[src/pkg/pin_if_pkg.sv]
package pin_if_pkg;
	// oscillator cycles per plain bus cycle and per phase
	localparam int unsigned OSC_PER_BUS = 4;
	localparam int unsigned HIGH_CYCLES = 2;
	localparam int unsigned STRETCH_CYCLES = 4;
	localparam logic [1:0] STRETCH_LAST = 2'(STRETCH_CYCLES - 1);

	// register indices; byte address is four times the index
	localparam logic [13:0] IDX_PORT_A_DATA = 14'h1000;
	localparam logic [13:0] IDX_PORT_A_DIR = 14'h1001;
	localparam logic [13:0] IDX_PORT_G_DATA = 14'h1002;
	localparam logic [13:0] IDX_PORT_G_DIR = 14'h1003;
	localparam logic [13:0] IDX_PORT_B_DATA = 14'h1004;
	localparam logic [13:0] IDX_PORT_F_DATA = 14'h1005;
	localparam logic [13:0] IDX_PORT_C_DATA = 14'h1006;
	localparam logic [13:0] IDX_PORT_C_DIR = 14'h1007;
	localparam logic [13:0] IDX_PORT_D_DATA = 14'h1008;
	localparam logic [13:0] IDX_PORT_D_DIR = 14'h1009;
	localparam logic [13:0] IDX_PORT_E_DATA = 14'h100a;

	// values after reset
	localparam logic [7:0] PORT_RESET = 8'h00;
	localparam logic [5:0] PORT_D_RESET = 6'h00;
	localparam logic [1:0] MODE_RESET = 2'h2;

	// operating modes as {mode_select_b, mode_select_a}
	localparam logic [1:0] MODE_BOOT = 2'h0;
	localparam logic [1:0] MODE_TEST = 2'h1;
	localparam logic [1:0] MODE_SINGLE = 2'h2;
	localparam logic [1:0] MODE_EXPANDED = 2'h3;

	typedef enum logic [2:0] {
		PH_LOW0 = 3'b000,
		PH_LOW1 = 3'b001,
		PH_HIGH0 = 3'b010,
		PH_HIGH1 = 3'b011,
		PH_STRETCH = 3'b100
	} bus_phase_e;
endpackage

[src/expanded_bus_pin_interface.sv]
`timescale 1ns/1ps
// Contract
// - reset pin low returns all logic but the reset pin drive to start
// - monitor or watchdog failure pulls reset pin low
// - bus clock is oscillator divided by four
// - address while bus clock low, data while high; ports B and F show the address only from the bus clock rise
// - strobe pin is inverse of bus clock
// - stretch input sampled at bus clock rise
// - stretch high holds bus clock four more cycles
// - stretch low lets clock fall after two
// - interrupt pin may fall at any time
// - second interrupt non-maskable once X cleared
// - mode pins held during reset, latched then
// - first mode pin later pulses instruction start
// - expanded and test modes drive read/write pin
// - port A leaves reset as inputs
// - port B outputs data or upper address
// - port C is GPIO or data bus
// - port F outputs data or lower address
// - port D lines GPIO or serial unit
// - chip selects replace port G upper pins
module expanded_bus_pin_interface
	import pin_if_pkg::*;
(
	input wire logic clock,
	input wire logic sys_rst,
	input wire logic [15:0] paddr,
	input wire logic psel,
	input wire logic penable,
	input wire logic pwrite,
	input wire logic [31:0] pwdata,
	output logic [31:0] prdata,
	output logic pready,
	output logic pslverr,
	input wire logic reset_pin_in,
	output logic reset_pin_out,
	output logic reset_pin_oe,
	input wire logic clock_fail,
	input wire logic watchdog_fail,
	output logic bus_clock,
	output logic bus_strobe_n,
	input wire logic bus_wait,
	input wire logic irq_n,
	input wire logic nonmask_int_n,
	input wire logic x_flag,
	output logic irq_req,
	output logic nonmask_req,
	input wire logic mode_select_a_in,
	input wire logic mode_select_b,
	output logic instruction_start_out,
	output logic instruction_start_oe,
	input wire logic insn_start,
	output logic expanded,
	output logic rw_out,
	output logic rw_oe,
	input wire logic ext_req,
	input wire logic ext_write,
	input wire logic [15:0] ext_addr,
	input wire logic [7:0] ext_wdata,
	output logic [7:0] ext_rdata,
	output logic ext_done,
	input wire logic [7:0] gpio_a_in,
	output logic [7:0] gpio_a_out,
	output logic [7:0] gpio_a_oe,
	output logic [7:0] out_b_pins,
	input wire logic [7:0] gpio_c_in,
	output logic [7:0] gpio_c_out,
	output logic [7:0] gpio_c_oe,
	input wire logic [5:0] gpio_d_in,
	output logic [5:0] gpio_d_out,
	output logic [5:0] gpio_d_oe,
	input wire logic [5:0] serial_own,
	input wire logic [5:0] serial_out,
	input wire logic [5:0] serial_oe,
	input wire logic [7:0] port_e_in,
	output logic [7:0] out_f_pins,
	input wire logic [7:0] gpio_g_in,
	output logic [7:0] gpio_g_out,
	output logic [7:0] gpio_g_oe,
	input wire logic cs_enable,
	input wire logic [3:0] cs_lines
);
	// the reset pin acts as a second, pin-level reset
	logic rst_all;
	assign rst_all = sys_rst | ~reset_pin_in;

	// software registers
	logic [7:0] port_a, dir_a, port_g, dir_g, port_b, port_f, port_c, dir_c;
	logic [5:0] port_d, dir_d;
	logic [7:0] next_port_a, next_dir_a, next_port_g, next_dir_g;
	logic [7:0] next_port_b, next_port_f, next_port_c, next_dir_c;
	logic [5:0] next_port_d, next_dir_d;
	logic [31:0] next_prdata;
	logic next_pready, next_pslverr;
	logic [13:0] idx;
	logic hit, commit;
	logic [7:0] rd_byte;

	// bus engine state
	bus_phase_e state, next_state;
	logic [1:0] stretch_cnt, next_stretch_cnt;
	logic wait_seen, next_wait_seen;
	logic [1:0] mode, next_mode;
	logic active, next_active, xwrite, next_xwrite;
	logic [15:0] xaddr, next_xaddr;
	logic [7:0] xdata, next_xdata, next_ext_rdata;
	logic next_ext_done, cycle_end, high_next;
	logic lir_pend, next_lir_pend, next_lir_oe;
	logic is_exp;

	// interrupt synchronisers
	logic irq_s1, irq_s2, nmi_s1, nmi_s2;

	// pin outputs, next values
	logic next_rst_oe;
	logic [7:0] next_a_out, next_a_oe, next_b, next_c_out, next_c_oe, next_f;
	logic [7:0] next_g_out, next_g_oe;
	logic [5:0] next_d_out, next_d_oe;
	logic next_rw, next_rw_oe;

	// test mode runs the external bus as well
	assign is_exp = (mode == MODE_EXPANDED) || (mode == MODE_TEST);

	// apb decode; one wait state keeps pready on a flop
	assign idx = paddr[15:2];
	assign commit = psel & penable & pready;
	always_comb begin
		hit = (paddr[1:0] == 2'h0);
		rd_byte = 8'h00;
		case (idx)
			IDX_PORT_A_DATA: rd_byte = (dir_a & port_a) | (~dir_a & gpio_a_in);
			IDX_PORT_A_DIR: rd_byte = dir_a;
			IDX_PORT_G_DATA: rd_byte = (dir_g & port_g) | (~dir_g & gpio_g_in);
			IDX_PORT_G_DIR: rd_byte = dir_g;
			IDX_PORT_B_DATA: rd_byte = port_b;
			IDX_PORT_F_DATA: rd_byte = port_f;
			IDX_PORT_C_DATA: rd_byte = (dir_c & port_c) | (~dir_c & gpio_c_in);
			IDX_PORT_C_DIR: rd_byte = dir_c;
			IDX_PORT_D_DATA: rd_byte = {2'h0, (dir_d & port_d) | (~dir_d & gpio_d_in)};
			IDX_PORT_D_DIR: rd_byte = {2'h0, dir_d};
			IDX_PORT_E_DATA: rd_byte = port_e_in;
			default: hit = 1'b0;
		endcase
	end

	// register writes and read answer
	always_comb begin
		next_pready = psel & penable & ~pready;
		next_prdata = prdata;
		next_pslverr = pslverr;
		if (psel & penable & ~pready) begin
			next_prdata = {24'h0, pwrite ? 8'h00 : rd_byte};
			next_pslverr = ~hit;
		end
		next_port_a = port_a;
		next_dir_a = dir_a;
		next_port_g = port_g;
		next_dir_g = dir_g;
		next_port_b = port_b;
		next_port_f = port_f;
		next_port_c = port_c;
		next_dir_c = dir_c;
		next_port_d = port_d;
		next_dir_d = dir_d;
		if (commit && pwrite && hit) begin
			case (idx)
				IDX_PORT_A_DATA: next_port_a = pwdata[7:0];
				IDX_PORT_A_DIR: next_dir_a = pwdata[7:0];
				IDX_PORT_G_DATA: next_port_g = pwdata[7:0];
				IDX_PORT_G_DIR: next_dir_g = pwdata[7:0];
				IDX_PORT_B_DATA: next_port_b = pwdata[7:0];
				IDX_PORT_F_DATA: next_port_f = pwdata[7:0];
				IDX_PORT_C_DATA: next_port_c = pwdata[7:0];
				IDX_PORT_C_DIR: next_dir_c = pwdata[7:0];
				IDX_PORT_D_DATA: next_port_d = pwdata[5:0];
				IDX_PORT_D_DIR: next_dir_d = pwdata[5:0];
				default: next_port_a = port_a;
			endcase
		end
	end

	always_ff @(posedge clock) begin
		if (rst_all) begin
			port_a <= PORT_RESET;
			dir_a <= PORT_RESET;
			port_g <= PORT_RESET;
			dir_g <= PORT_RESET;
			port_b <= PORT_RESET;
			port_f <= PORT_RESET;
			port_c <= PORT_RESET;
			dir_c <= PORT_RESET;
			port_d <= PORT_D_RESET;
			dir_d <= PORT_D_RESET;
			prdata <= 32'h0;
			pready <= 1'b0;
			pslverr <= 1'b0;
		end else begin
			port_a <= next_port_a;
			dir_a <= next_dir_a;
			port_g <= next_port_g;
			dir_g <= next_dir_g;
			port_b <= next_port_b;
			port_f <= next_port_f;
			port_c <= next_port_c;
			dir_c <= next_dir_c;
			port_d <= next_port_d;
			dir_d <= next_dir_d;
			prdata <= next_prdata;
			pready <= next_pready;
			pslverr <= next_pslverr;
		end
	end

	// bus clock sequencer: two low, two high, plus four when stretched
	always_comb begin
		next_state = state;
		next_stretch_cnt = stretch_cnt;
		next_wait_seen = wait_seen;
		cycle_end = 1'b0;
		case (state)
			PH_LOW0: next_state = PH_LOW1;
			PH_LOW1: begin
				next_state = PH_HIGH0;
				next_wait_seen = bus_wait;
			end
			PH_HIGH0: next_state = PH_HIGH1;
			PH_HIGH1: begin
				if (wait_seen) begin
					next_state = PH_STRETCH;
					next_stretch_cnt = STRETCH_LAST;
				end else begin
					next_state = PH_LOW0;
					cycle_end = 1'b1;
				end
			end
			PH_STRETCH: begin
				if (stretch_cnt == 2'h0) begin
					next_state = PH_LOW0;
					cycle_end = 1'b1;
				end else begin
					next_stretch_cnt = stretch_cnt - 2'h1;
				end
			end
			default: next_state = PH_LOW0;
		endcase
		high_next = (next_state == PH_HIGH0) || (next_state == PH_HIGH1) ||
			(next_state == PH_STRETCH);
	end

	// external transfer: taken at the first low phase, held to cycle end
	always_comb begin
		next_mode = rst_all ? {mode_select_b, mode_select_a_in} : mode;
		next_active = active;
		next_xwrite = xwrite;
		next_xaddr = xaddr;
		next_xdata = xdata;
		next_ext_rdata = ext_rdata;
		next_ext_done = 1'b0;
		if (state == PH_LOW0) begin
			// ext_done still high means the master has not yet let go
			next_active = ext_req & ~ext_done & is_exp;
			if (ext_req & ~ext_done & is_exp) begin
				next_xwrite = ext_write;
				next_xaddr = ext_addr;
				next_xdata = ext_wdata;
			end
		end
		if (cycle_end && active) begin
			next_active = 1'b0;
			next_ext_done = 1'b1;
			if (!xwrite) begin
				next_ext_rdata = gpio_c_in;
			end
		end
		// set wins over the take so no instruction start is lost
		next_lir_pend = lir_pend;
		next_lir_oe = instruction_start_oe;
		if (state == PH_LOW0) begin
			next_lir_oe = lir_pend;
			next_lir_pend = 1'b0;
		end
		if (insn_start) begin
			next_lir_pend = 1'b1;
		end
	end

	always_ff @(posedge clock) begin
		if (rst_all) begin
			state <= PH_LOW0;
			stretch_cnt <= 2'h0;
			wait_seen <= 1'b0;
			active <= 1'b0;
			xwrite <= 1'b0;
			xaddr <= 16'h0000;
			xdata <= 8'h00;
			ext_rdata <= 8'h00;
			ext_done <= 1'b0;
			lir_pend <= 1'b0;
			instruction_start_oe <= 1'b0;
			bus_clock <= 1'b0;
			bus_strobe_n <= 1'b1;
		end else begin
			state <= next_state;
			stretch_cnt <= next_stretch_cnt;
			wait_seen <= next_wait_seen;
			active <= next_active;
			xwrite <= next_xwrite;
			xaddr <= next_xaddr;
			xdata <= next_xdata;
			ext_rdata <= next_ext_rdata;
			ext_done <= next_ext_done;
			lir_pend <= next_lir_pend;
			instruction_start_oe <= next_lir_oe;
			bus_clock <= high_next;
			bus_strobe_n <= ~high_next;
		end
		mode <= next_mode; // strap caught while reset is held
		instruction_start_out <= 1'b0; // open drain only pulls low
	end

	// pin steering by mode
	always_comb begin
		next_rst_oe = clock_fail | watchdog_fail;
		next_a_out = port_a;
		next_a_oe = dir_a;
		next_b = is_exp ? xaddr[15:8] : port_b;
		next_f = is_exp ? xaddr[7:0] : port_f;
		next_c_out = is_exp ? xdata : port_c;
		next_c_oe = is_exp ? {8{active & xwrite & high_next}} : dir_c;
		next_rw = ~(active & xwrite);
		next_rw_oe = is_exp;
		next_g_out = port_g;
		next_g_oe = dir_g;
		if (cs_enable) begin
			next_g_out[7:4] = cs_lines;
			next_g_oe[7:4] = 4'hf;
		end
	end

	// port d hands each line to the serial unit bit by bit
	genvar gi;
	generate
		for (gi = 0; gi < 6; gi++) begin : g_port_d
			assign next_d_out[gi] = serial_own[gi] ? serial_out[gi] : port_d[gi];
			assign next_d_oe[gi] = serial_own[gi] ? serial_oe[gi] : dir_d[gi];
		end
	endgenerate

	always_ff @(posedge clock) begin
		if (sys_rst) begin
			reset_pin_oe <= 1'b0;
		end else begin
			reset_pin_oe <= next_rst_oe;
		end
		reset_pin_out <= 1'b0;
		if (rst_all) begin
			gpio_a_out <= PORT_RESET;
			gpio_a_oe <= PORT_RESET;
			out_b_pins <= PORT_RESET;
			out_f_pins <= PORT_RESET;
			gpio_c_out <= PORT_RESET;
			gpio_c_oe <= PORT_RESET;
			gpio_d_out <= PORT_D_RESET;
			gpio_d_oe <= PORT_D_RESET;
			gpio_g_out <= PORT_RESET;
			gpio_g_oe <= PORT_RESET;
			rw_out <= 1'b1;
			rw_oe <= 1'b0;
			expanded <= 1'b0;
		end else begin
			gpio_a_out <= next_a_out;
			gpio_a_oe <= next_a_oe;
			out_b_pins <= next_b;
			out_f_pins <= next_f;
			gpio_c_out <= next_c_out;
			gpio_c_oe <= next_c_oe;
			gpio_d_out <= next_d_out;
			gpio_d_oe <= next_d_oe;
			gpio_g_out <= next_g_out;
			gpio_g_oe <= next_g_oe;
			rw_out <= next_rw;
			rw_oe <= next_rw_oe;
			expanded <= is_exp;
		end
	end

	// interrupt pins are asynchronous, so two flops before use
	always_ff @(posedge clock) begin
		if (rst_all) begin
			irq_s1 <= 1'b1;
			irq_s2 <= 1'b1;
			nmi_s1 <= 1'b1;
			nmi_s2 <= 1'b1;
			irq_req <= 1'b0;
			nonmask_req <= 1'b0;
		end else begin
			irq_s1 <= irq_n;
			irq_s2 <= irq_s1;
			nmi_s1 <= nonmask_int_n;
			nmi_s2 <= nmi_s1;
			irq_req <= ~irq_s2;
			nonmask_req <= ~nmi_s2 & ~x_flag;
		end
	end
endmodule

[config.mk]
export PLATFORM = sky130hd
export DESIGN_NAME = expanded_bus_pin_interface
export DESIGN_NICKNAME = d
export VERILOG_FILES = /design/src/pkg/pin_if_pkg.sv /design/src/expanded_bus_pin_interface.sv
export SDC_FILE = /design/constraint.sdc
export NUM_CORES = 1
export LEC_CHECK = 0
export ABC_AREA = 1
export ABC_CLOCK_PERIOD_IN_PS = 4600
export BUFFER_PORTS_ARGS = -buffer_cell sky130_fd_sc_hd__buf_2
export CORE_MARGIN = 4
export CORE_UTILIZATION = 56
export DETAILED_ROUTE_END_ITERATION = 16
export PLACE_DENSITY = 0.86
export SETUP_SLACK_MARGIN = 0.1
export SKIP_LAST_GASP = 1
export SLEW_MARGIN = 20
export SYNTH_ARGS = -nofsm -noshare
export SYNTH_HDL_FRONTEND = slang
export SYNTH_SLANG_ARGS = --single-unit
[constraint.sdc]
create_clock -name clock -period 4.6 [get_ports clock]
set_input_delay 1.38 -clock clock [delete_from_list [all_inputs] [get_ports clock]]
set_output_delay 1.38 -clock clock [all_outputs]
set_load 0.02 [all_outputs]
### After elaboration in Yosys (flattened, before gate mapping)

Index checks and enable logic that the tools add are counted.

| word-level totals | value |
|---|---|
| bits of input ports | 150 |
| logic and storage cells | 164 |
| output and inout port bits | 130 |
| register bits after elaboration | 218 |

| operators by class | value |
|---|---|
| bitwise gates (word level) | 36 |
| multiplexer cells | 33 |
| add/sub/neg operators | 1 |
| reductions and logical operators | 26 |
| equality and inequality tests | 22 |

Operator list:

| operator | count |
|---|---|
| == test 14 x 13 -> 1 bit (second input constant) | 11 |
| one-hot mux 8 bit (11 select lines) | 1 |
| AND 8 bit | 6 |
| two-way mux 8 bit | 5 |
| NOT 8 bit | 3 |
| bitwise OR 8 bit | 3 |
| AND reduction 2 bit | 12 |
| two-way mux 1 bit | 18 |
| one-hot mux 3 bit (5 select lines) | 1 |
| AND 6 bit | 2 |
| == test 3 x 2 -> 1 bit (second input constant) | 4 |
| OR reduction 11 bit | 1 |
| NOT 1 bit | 10 |
| AND 1 bit | 8 |
| two-way mux 4 bit | 2 |
| == test 3 bit (second input constant) | 2 |
| two-way mux 3 bit | 2 |
| NOT 6 bit | 1 |
| bitwise OR 6 bit | 1 |
| logical NOT 2 bit | 2 |
| two-way mux 2 bit | 2 |
| inequality test 2 bit (second input constant) | 2 |
| one-hot mux 2 bit (2 select lines) | 1 |
| nonzero test 2 bit | 2 |
| other kinds (11) | 16 |

### Logic depth before layout (Yosys ltp)

Gate-level depths: netlist of run 1.

| logic depth | value |
|---|---|
| depth after elaboration | 8 |
| depth in mapped cells | 12 |

### Worst setup path after synthesis of run 1

OpenSTA, ideal clock, no wires.

| timing | value |
|---|---|
| kind | input to register |
| start | input paddr[13] |
| end | register dir_a[0] |
| setup slack | 1.808 ns |
| required time | 4.486 ns |
| path buffers | 1 |
| cell stages on the path | 11 |
| library setup time | 0.114 ns |
| data arrival time | 2.678 ns |
| cells stage by stage | nor2_1 -> nand2_1 -> nor2_8 -> nand2_1 -> buf_2 -> nand3_1 -> nor2_2 -> nand3_4 -> nand4_4 -> nor2_1 -> nor2_1 |

| between the ends | value |
|---|---|
| longest elaborated chain between the ends | 5 |
| elaborated cells on any way between the ends | 15 |
| those cells by class | 11 x eq/ne; 1 x mux; 3 x reduce/logical |

Ends and longest elaborated chain:

| item | line | RTL |
|---|---|---|
| start: declaration | expanded_bus_pin_interface.sv:27 | `input wire logic [15:0] paddr,` |
| == test 14 x 13 -> 1 bit (on tied branches) | expanded_bus_pin_interface.sv:130, expanded_bus_pin_interface.sv:166 |  |
| OR reduction 11 bit (no source line) | -- |  |
| two-way mux 1 bit | expanded_bus_pin_interface.sv:130 | `case (idx)` |
| logical AND 1 bit | expanded_bus_pin_interface.sv:165 | `if (commit && pwrite && hit) begin` |
| AND reduction 2 bit (no source line) (*) | -- |  |
| end signal: assignment | expanded_bus_pin_interface.sv:199 | `dir_a <= next_dir_a;` |
| end: declaration | expanded_bus_pin_interface.sv:88 | `logic [7:0] port_a, dir_a, port_g, dir_g, port_b, port_f, port_c, dir_c;` |

Mark *: on every way between the ends. The rest lies on a longest branch, timed or not.
A chain may end at the register's enable or synchronous reset.

### Worst setup path in the final report of run 1

| timing | value |
|---|---|
| start | input paddr[9] |
| end | register dir_g[7] |

| between the ends | value |
|---|---|
| longest elaborated chain between the ends | 5 |
| elaborated cells on any way between the ends | 15 |
| those cells by class | 11 x eq/ne; 1 x mux; 3 x reduce/logical |

Ends and longest elaborated chain:

| item | line | RTL |
|---|---|---|
| == test 14 x 13 -> 1 bit (on tied branches) | expanded_bus_pin_interface.sv:130, expanded_bus_pin_interface.sv:166 |  |
| OR reduction 11 bit (no source line) | -- |  |
| two-way mux 1 bit | expanded_bus_pin_interface.sv:130 |  |
| logical AND 1 bit | expanded_bus_pin_interface.sv:165 |  |
| AND reduction 2 bit (no source line) (*) | -- |  |
| end signal: assignment | expanded_bus_pin_interface.sv:201 | `dir_g <= next_dir_g;` |
| end: declaration | expanded_bus_pin_interface.sv:88 |  |

Marked as above.

==> results of run 1 <==
## cell families after synthesis
kind of cell,share of synthesized area (%)
DFF,46.51
AOI/OAI and AO/OA,11.27
adders and majority gates,0.1336
muxes,0.2138
buffers and inverters,9.715
and+or+nand+nor,32.13
other,0.04005
## worst paths after layout
| kind | startpoint | to | slack, ns | cells past startpoint |
|---|---|---|---|---|
| max reg2reg | state[0] | xaddr[9] | 2.11 | 9 |
| min | irq_s2 | irq_req | 0.38 | 1 |
| max | paddr[9] | dir_g[7] | 1.44 | 12 |
| min reg2reg | irq_s2 | irq_req | 0.38 | 1 |
## where the power goes
group	switching (W)	total (W)	internal [W]	leakage (nW)
Combinational	0.000191	0.000274	0.0000825	3.68
Sequential	0.0000126	0.00192	0.00191	1.76
Clock	0.000738	0.00186	0.00113	0.370
Total	0.000941	0.00406	0.00312	5.81
## per-layer routing
metal | vias up | GRT usage (%) | wire, um
li1 | 4405 | - | -
met1 | 3962 | 36.15 | 10620
met2 | 491 | 44.85 | 12220
met3 | 75 | 4.931 | 2877
met4 | 0 | 10.86 | 989
met5 | - | 0 | 0
## stage by stage
step	setup slack (ns)	cells	power, W	hold WS (ns)
3_5_place_dp	0.9759	1683	0.002229	0.3738
6_report	1.443	1725	0.004059	0.3821
2_1_floorplan	1.808	1307	0.002134	0.3682
3_3_place_gp	1.032	1683	0.002225	0.3705
4_1_cts	1.468	1725	0.004072	0.3827
5_1_grt	1.288	1725	0.004191	0.3995
## layout by cell type, fill, tap and decap left out, drive strengths merged, types with 19 or more instances in the layout
cell	instances
inv	119
dfxtp	216
a21oi	85
conb	26
nand4	19
nand3	59
nand2	282
o21ai	121
buf	237
clkbuf	35
nor2	281
## worst register-to-register path, delay by kind of cell, from the launching register on
kind / cells / cell delay (ns)
buffers and inverters: 4 / 1.15
flip-flops: 1 / 0.33
AND/OR/NAND/NOR: 5 / 0.89
## area by class of cell
type                    count  share of cell area, %
flip-flops and latches    217                  38.50
clock inverters             7                 0.9515
multi-input cells         888                  37.21
clock buffers              35                  5.931
inverters                 121                  4.061
repair buffers            237                  10.91
well taps                 220                  2.434
==> results.toml, run 1 <==
[outcome]
outcome = "complete, no violations"

[global_routing]
grt_pass1_wl_mm = 41.48
grt_overflow_total = 0
antenna_found_initial = 0
grt_start_max_net_pins = 141
via_count_of_the_first_global_routing_pass = 8361
gr-usage-all-layers_pct = 27.46

[drt]
drt_first_pass_iters = 6
post-route-drc-count = 0
final_wirelength_mm = 26.71
drt_iter0_drc = 891
dr_wl_cell_um = 15.48
postRouteAntennaNets = 0
number_of_vias_after_detailed_routing = 8933
number_of_vias_per_cell = 5.179

[placed_design]
dpl_cell_area_mm2 = 0.01053
detailedPlacementHpwl_mm = 18.38
gp_congestion = 0.9059
io_buffers = 228

[cts]
clock_sink_count = 217
cts_setup_buffers = 0
tritoncts.num_buffers = 23
cts_tree = "yes"
ctsHtreeMaxLevel = 1
clock_slew_at_reported_path_ffs_ns = 0.06
clock_path_buffers = 3
post_cts_resize_count = 0
clock_latency_ns = 0.51
postCtsHoldBufs = 0
cts-root-buf = "clkbuf_16"

[die]
number_of_cell_rows = 47
fp.dieW_um = 137.3
core_region_area_mm2 = 0.01647
starting_density_of_the_core_pct = 56.86
fp.dieH_um = 137.3
ios = 280
floorplan.die_area_mm2 = 0.01885

[worst_setup_path]
critPathBufInv = 1
startpoint_type = "input pin"
crit_type = "in2reg"
timing.critical_path.to_type = "flip-flop"
crit_chain = "buf_2 > nor2_1 > nand2_1 > nor2_1 > nand2_1 > nand2_1 > nor2_2 > nand3_4 > nand4_4 > nand2_1 > nand2_1 > nor2_1"
timing.critical_path.arrival_ns = 3.56
worst_path_largest_cell_delay_ns = 0.59
crit_family = "simple AND/OR/NAND/NOR gates"
path_max_fanout = 11
cp.required_ns = 5.01
path_common_cell = "nand2_1"
critical_path.slowest_cell = "nand2_1"

[yosys]
yosys.area.top_type_share_pct = 46.18
number_of_synthesized_flops_with_an_enable_pin = 1
synth.yosys.seq_area_share_pct = 46.51
post-synth-top-area-cell = "dfxtp_1"
yosys_most_used_dff = "dfxtp_1"
syn-cell-area_mm2 = 0.009363
ys_warn_count = 0
synthArstFlopShare_pct = 0
synth_cells = 1282
yosys_register_bits = 217
synthesis.area_per_instance_um2 = 7.303
number_of_unique_standard_cell_types_used_by_synthesis = 37
synthTopCellsByCount = "274 x nand2_1, 268 x nor2_1, 216 x dfxtp_1, 121 x o21ai_0, 113 x inv_1"
yosys-top-cells-area = "dfxtp_1 46%, nand2_1 11%, nor2_1 11%, o21ai_0 6.5%, a21oi_1 4.5%"
synth.most_common_cell = "nand2_1"

[timing]
clock.fmax_mhz = 316.7
final-max-slew-violation-count = 0
rsz0062_at_grt = "no"
finalSetupViolations = 0
fin_crit_ns = 3.157
hold_violations = 0
final_total_negative_setup_slack_ns = 0
timing.clock.skew_ns = 0.005078
final.period_utilization_pct = 68.64
worst_pin_slew_ns = 0.8210
timing.max_slew.rel_slack_pct = 45.13

[layout]
antenna_cells = 0
layout.filler_cells = 1372
utilization_pct = 68.68
storage_cell_area_mm2 = 0.004354
footprint_of_the_multi_input_gates_mm2 = 0.004208
most_flops_register = "xaddr"
postLayoutCellArea_mm2 = 0.01131
areaGrowthSynthToFinish_pct = 20.78
fin_nets = 1639
number_of_flip_flops_under_the_largest_register_name = 16
post_route_cells_drive_above_1_share_pct = 21.86

[power_and_ir_drop]
power-per-cell-area_mw_per_mm2 = 358.9
power.static_leakage_nw = 5.807
worst_ir_drop_vdd_uv = 256.2

[hold_path]
worstHoldPathType = "reg2reg"

[job]
max-cap-violations = 0
Power figures use the tool's default switching activity.
==> run 2, diff against run 1 <==
--- a/config.mk
+++ b/config.mk
@@ -6,12 +6,12 @@
 export NUM_CORES = 1
 export LEC_CHECK = 0
 export ABC_AREA = 1
-export ABC_CLOCK_PERIOD_IN_PS = 4600
+export ABC_CLOCK_PERIOD_IN_PS = 3200
 export BUFFER_PORTS_ARGS = -buffer_cell sky130_fd_sc_hd__buf_2
 export CORE_MARGIN = 4
-export CORE_UTILIZATION = 56
+export CORE_UTILIZATION = 52
 export DETAILED_ROUTE_END_ITERATION = 16
-export PLACE_DENSITY = 0.86
+export PLACE_DENSITY = 0.8
 export SETUP_SLACK_MARGIN = 0.1
 export SKIP_LAST_GASP = 1
 export SLEW_MARGIN = 20
==> constraint.sdc (replaced) <==
create_clock -name clock -period 3.2 [get_ports clock]
set_input_delay 0.96 -clock clock [delete_from_list [all_inputs] [get_ports clock]]
set_output_delay 0.96 -clock clock [all_outputs]
set_load 0.02 [all_outputs]
==> run 2 against run 1 <==
Effect of this change: combinational power rose by 43%; cell count rose by 0.52%; hold slack improved by 0.0015 ns; core utilization fell by 3.4 points; routed wire length rose by 2.1%; die area rose by 7.2%; sequential cell count did not move; sequential power rose by 44%; critical path type unchanged; largest power group is now clock.
==> results.toml, run 2 (synthesis gave the netlist of run 1 again) <==
[outcome]
outcome = "complete, no violations"

[worst_setup_path]
crit_type = "in2reg"
path_common_cell = "nor2_1"
crit_family = "simple AND/OR/NAND/NOR gates"
critical_path.slowest_cell = "nor2_8"
startpoint_type = "input pin"
timing.critical_path.to_type = "flip-flop"
crit_chain = "buf_2 > nor2_1 > nand2_1 > nor2_8 > nand2_2 > inv_2 > nor2_2 > nand3_4 > nand4_4 > nor2_1 > nor2_1"
worst_path_largest_cell_delay_ns = 0.38
cp.required_ns = 3.60
critPathBufInv = 2
path_max_fanout = 25
worst-r2r-setup-slack_ns = 0.94
timing.critical_path.arrival_ns = 2.82

[layout]
layout.filler_cells = 1532
most_flops_register = "xaddr"
post_route_cells_drive_above_1_share_pct = 22.40
final-instance-count-excl-fill = 1734
number_of_flip_flops_under_the_largest_register_name = 16
layout.cells.most_common = "nand2_1"
antenna_cells = 0
fin_nets = 1644
layout_common_cells = "274 x nand2_1, 266 x nor2_1, 228 x buf_2"
areaGrowthSynthToFinish_pct = 21.88

[global_routing]
via_count_of_the_first_global_routing_pass = 8273
grt_start_max_net_pins = 94
antenna_found_initial = 0
gr-usage-all-layers_pct = 25.84
grt_pass1_wl_mm = 42.24
grt_overflow_total = 0

[cts]
clock_slew_at_reported_path_ffs_ns = 0.06
postCtsHoldBufs = 0
ctsHtreeMaxLevel = 1
clock_latency_ns = 0.51
cts_tree = "yes"
post_cts_resize_count = 0
tritoncts.num_buffers = 23
clock_sink_count = 217
cts-root-buf = "clkbuf_16"
cts_setup_buffers = 0
clock_path_buffers = 3

[power_and_ir_drop]
cell_int_power_w = 0.004669
power.combinational.fraction_pct = 6.5
sequentialPowerShare_pct = 45.7
worst_ir_drop_vdd_uv = 420.1
power.static_leakage_nw = 5.872
power.switching_fraction_pct = 22.73
power-per-cell-area_mw_per_mm2 = 529.5
switching_power_of_the_nets_w = 0.001373
power.clock.fraction_pct = 47.8

[drt]
number_of_vias_per_cell = 5.083
post-route-drc-count = 0
drt_iter0_drc = 854
postRouteAntennaNets = 0
final_wirelength_mm = 27.26
drt_first_pass_iters = 5
dr_wl_cell_um = 15.72
number_of_vias_after_detailed_routing = 8814

[die]
core_region_area_mm2 = 0.01748
floorplan.die_area_mm2 = 0.02022
fp.dieW_um = 142.2
number_of_cell_rows = 48
starting_density_of_the_core_pct = 53.57
fp.dieH_um = 142.2
ios = 280

[timing]
worst_pin_slew_ns = 0.7216
final.setup.worst_slack_ns = 0.7796
timing.max_slew.rel_slack_pct = 51.60
final-max-slew-violation-count = 0
clock.fmax_mhz = 413.2
finalSetupViolations = 0
fin_crit_ns = 2.420
timing.clock.skew_ns = 0.01020
rsz0062_at_grt = "no"
hold_violations = 0
final_total_negative_setup_slack_ns = 0
final.period_utilization_pct = 75.64

[job]
max-cap-violations = 0

[placed_design]
gp_congestion = 0.9376
placement_stage_worst_setup_slack_ns = 0.3310
io_buffers = 228
detailedPlacementHpwl_mm = 19.37
place_inst = 1693

[hold_path]
worstHoldPathType = "reg2reg"
run 2: path summary, 6_finish.rpt:
check | startpoint | cells after the start | to
setup / recovery | paddr[13] | 11 | dir_a[0]
hold / removal | irq_s2 | 1 | irq_req
setup reg to reg | state[0] | 8 | xaddr[10]
hold reg to reg | irq_s2 | 1 | irq_req
run 2: routing by layer:
metal  wire (um)  part of all wire, %  vias to the layer above  GRT usage (%)
li1            -                    -                     4411              -
met1       11340                   42                     3958          35.55
met2       12880                   47                      398          43.35
met3        2482                  9.1                       47          3.629
met4         561                  2.1                        0          5.859
met5           0                    0                        -              0
run 2: per-stage QoR:
stage	hold slack, ns	cell area [um2]	utilization, %	total power [W]
3_3_place_gp	0.3733	10570	60.50	0.003203
5_1_grt	0.4026	11410	65.29	0.006218
2_1_floorplan	0.3682	9457	-	0.003068
6_report	0.3837	11410	65.29	0.006042
3_5_place_dp	0.3797	10570	60.50	0.003207
4_1_cts	0.3882	11410	65.29	0.006075
run 2: power groups by stage:
stage / clock network [W] / registers [W] / logic [W]
floorplan: 0 / 0.00284 / 0.000225
global placement: 0 / 0.00282 / 0.000384
detailed placement: 0 / 0.00282 / 0.000387
CTS: 0.00292 / 0.00276 / 0.000390
global route: 0.00302 / 0.00276 / 0.000429
finish: 0.00289 / 0.00276 / 0.000393
run 2: worst reg2reg max path, stage by stage, from the launching register on:
cell      delay [ns]
dfxtp_1         0.34
nor2_1          0.17
inv_1           0.08
nor2_1          0.16
inv_1           0.14
nor4_4          0.17
clkinv_1        0.63
nor2_1          0.39
nor2_1          0.08
run 2: cell type report:
| type | instances | area, um2 | share of cell area (%) |
|---|---|---|---|
| timing repair buffer | 242 | 1271 | 11.14 |
| sequential | 217 | 4354 | 38.16 |
| tap | 225 | 281.5 | 2.467 |
| multi-input combinational | 888 | 4208 | 36.88 |
| clock inverter | 10 | 160.2 | 1.404 |
| clock buffer | 31 | 676.9 | 5.932 |
| inverter | 121 | 459.2 | 4.024 |
==> run 3, diff against run 2 <==
--- a/config.mk
+++ b/config.mk
@@ -6,7 +6,7 @@
 export NUM_CORES = 1
 export LEC_CHECK = 0
 export ABC_AREA = 1
-export ABC_CLOCK_PERIOD_IN_PS = 3200
+export ABC_CLOCK_PERIOD_IN_PS = 2400
 export BUFFER_PORTS_ARGS = -buffer_cell sky130_fd_sc_hd__buf_2
 export CORE_MARGIN = 4
 export CORE_UTILIZATION = 52
==> constraint.sdc (replaced) <==
create_clock -name clock -period 2.4 [get_ports clock]
set_input_delay 0.72 -clock clock [delete_from_list [all_inputs] [get_ports clock]]
set_output_delay 0.72 -clock clock [all_outputs]
set_load 0.02 [all_outputs]
==> run 3 against run 2 <==
Effect of this change: clock power up 30%; critical path type unchanged; setup slack worse by 0.34 ns; core utilization rose by 1.4 points; largest cell class unchanged; total power grew 32%; global-route usage is 0.41 points higher; hold slack worse by 0.014 ns; design area up 2.2%; critical path depth unchanged.
==> results.toml, run 3 (synthesis gave the netlist of run 1 again) <==
[drt]
dr_wl_cell_um = 15.53
drt_iter0_drc = 786
postRouteAntennaNets = 0
number_of_vias_per_cell = 5.070
drt_first_pass_iters = 5
number_of_vias_after_detailed_routing = 8934
final_wirelength_mm = 27.37
post-route-drc-count = 0

[worst_setup_path]
path_max_fanout = 17
timing.critical_path.arrival_ns = 2.40
crit_type = "in2reg"
critPathBufInv = 2
startpoint_type = "input pin"
crit_family = "simple AND/OR/NAND/NOR gates"
critical_path.slowest_cell = "o21ai_0"
timing.critical_path.to_type = "flip-flop"
cp.required_ns = 2.84
worst_path_largest_cell_delay_ns = 0.35
crit_chain = "buf_2 > nor2_1 > nand2_1 > nor2_8 > nand2_2 > buf_12 > o21ai_0 > nor2_1 > nand3_1 > nand3_1 > a21oi_1"

[layout]
layout.cells.most_common = "nand2_1"
post_route_cells_drive_above_1_share_pct = 23.75
postLayoutCellArea_mm2 = 0.01166
areaGrowthSynthToFinish_pct = 24.54
most_flops_register = "xaddr"
fin_nets = 1672
number_of_flip_flops_under_the_largest_register_name = 16
utilization_pct = 66.72
antenna_cells = 0
layout_common_cells = "274 x nand2_1, 266 x nor2_1, 228 x buf_2"

[power_and_ir_drop]
power-per-cell-area_mw_per_mm2 = 684.1
worst_ir_drop_vdd_uv = 464.8
power.static_leakage_nw = 6.025

[cts]
cts-root-buf = "clkbuf_16"
clock_latency_ns = 0.51
ctsHtreeMaxLevel = 1
clock_sink_count = 217
clock_slew_at_reported_path_ffs_ns = 0.06
postCtsHoldBufs = 0
cts_tree = "yes"
post_cts_resize_count = 0
clock_path_buffers = 3
tritoncts.num_buffers = 23
cts_setup_buffers = 0

[die]
starting_density_of_the_core_pct = 53.57
number_of_cell_rows = 48
fp.dieW_um = 142.2
core_region_area_mm2 = 0.01748
ios = 280
fp.dieH_um = 142.2
floorplan.die_area_mm2 = 0.02022

[timing]
hold_violations = 0
final.setup.worst_slack_ns = 0.4436
final-max-slew-violation-count = 0
worst_pin_slew_ns = 0.5714
timing.clock.skew_ns = 0.01524
final.period_utilization_pct = 81.52
fin_crit_ns = 1.956
timing.max_slew.rel_slack_pct = 61.85
rsz0062_at_grt = "no"
clock.fmax_mhz = 511.1
finalSetupViolations = 0

[hold_path]
worstHoldPathType = "in2reg"

[global_routing]
grt_pass1_wl_mm = 42.84
antenna_found_initial = 0
grt_overflow_total = 0
gr-usage-all-layers_pct = 26.25
via_count_of_the_first_global_routing_pass = 8275
grt_start_max_net_pins = 89

[job]
max-cap-violations = 0

[placed_design]
dpl_cell_area_mm2 = 0.01086
placement_stage_worst_setup_slack_ns = -0.01775
detailedPlacementHpwl_mm = 19.76
gp_congestion = 0.9127
io_buffers = 228

[outcome]
outcome = "complete, no violations"
## run 3: changes by cell type in the layout (fill, tap and decap cells not counted)
cell	before	now
buf_4	12	34
buf_12	2	8
clkinv_4	2	1
clkbuf_16	24	23
clkbuf_8	5	4
clkbuf_1	2	3
clkinvlp_4	1	0
clkinv_2	3	6
## run 3: layer usage
layer	routed length [um]	vias up	GRT usage, %
li1	-	4465	-
met1	11710	4048	36.39
met2	12750	379	42.53
met3	2307	42	4.267
met4	593	0	7.475
met5	0	-	0
## run 3: power breakdown
group / leakage, nW / switching [W] / total, W / internal [W]
registers: 1.76 / 0.0000208 / 0.00368 / 0.00366
logic: 3.87 / 0.000374 / 0.000544 / 0.000170
clock network: 0.400 / 0.00144 / 0.00376 / 0.00231
total: 6.03 / 0.00184 / 0.00798 / 0.00614
## run 3: final cells by class
cell class | count | area, um2
flip-flops and latches | 217 | 4354
clock buffers | 30 | 641.9
well taps | 225 | 281.5
multi-input cells | 888 | 4208
repair buffers | 270 | 1556
inverters | 121 | 459.2
clock inverters | 11 | 158.9
fillers | 1505 | 5817
## run 3: path summary, 6_finish.rpt
check | startpoint | to | slack (ns) | depth (start not counted)
worst min-delay path | x_flag | nonmask_req | 0.37 | 2
worst min register to register | irq_s2 | irq_req | 0.38 | 1
worst max register to register | state[0] | ext_rdata[0] | 0.54 | 6
worst max-delay path | paddr[13] | prdata[5] | 0.44 | 11
## run 3: stage by stage
step / total power [W] / setup TNS [ns] / hold WS (ns) / std cells
after floorplan: 0.004090 / 0 / 0.3682 / 1307
after global placement: 0.004286 / 0 / 0.3724 / 1721
after detailed placement: 0.004291 / -0.02921 / 0.3791 / 1721
after CTS: 0.008002 / 0 / 0.3566 / 1762
after global routing: 0.008224 / 0 / 0.3730 / 1762
final: 0.007977 / 0 / 0.3694 / 1762
## run 3: worst register-to-register path: stages, from the launching register on
cell	delay (ns)
dfxtp_1	0.38
nand2_1	0.11
o31ai_1	0.39
nand2_1	0.17
or2_2	0.43
o21ai_0	0.21
a21oi_1	0.05
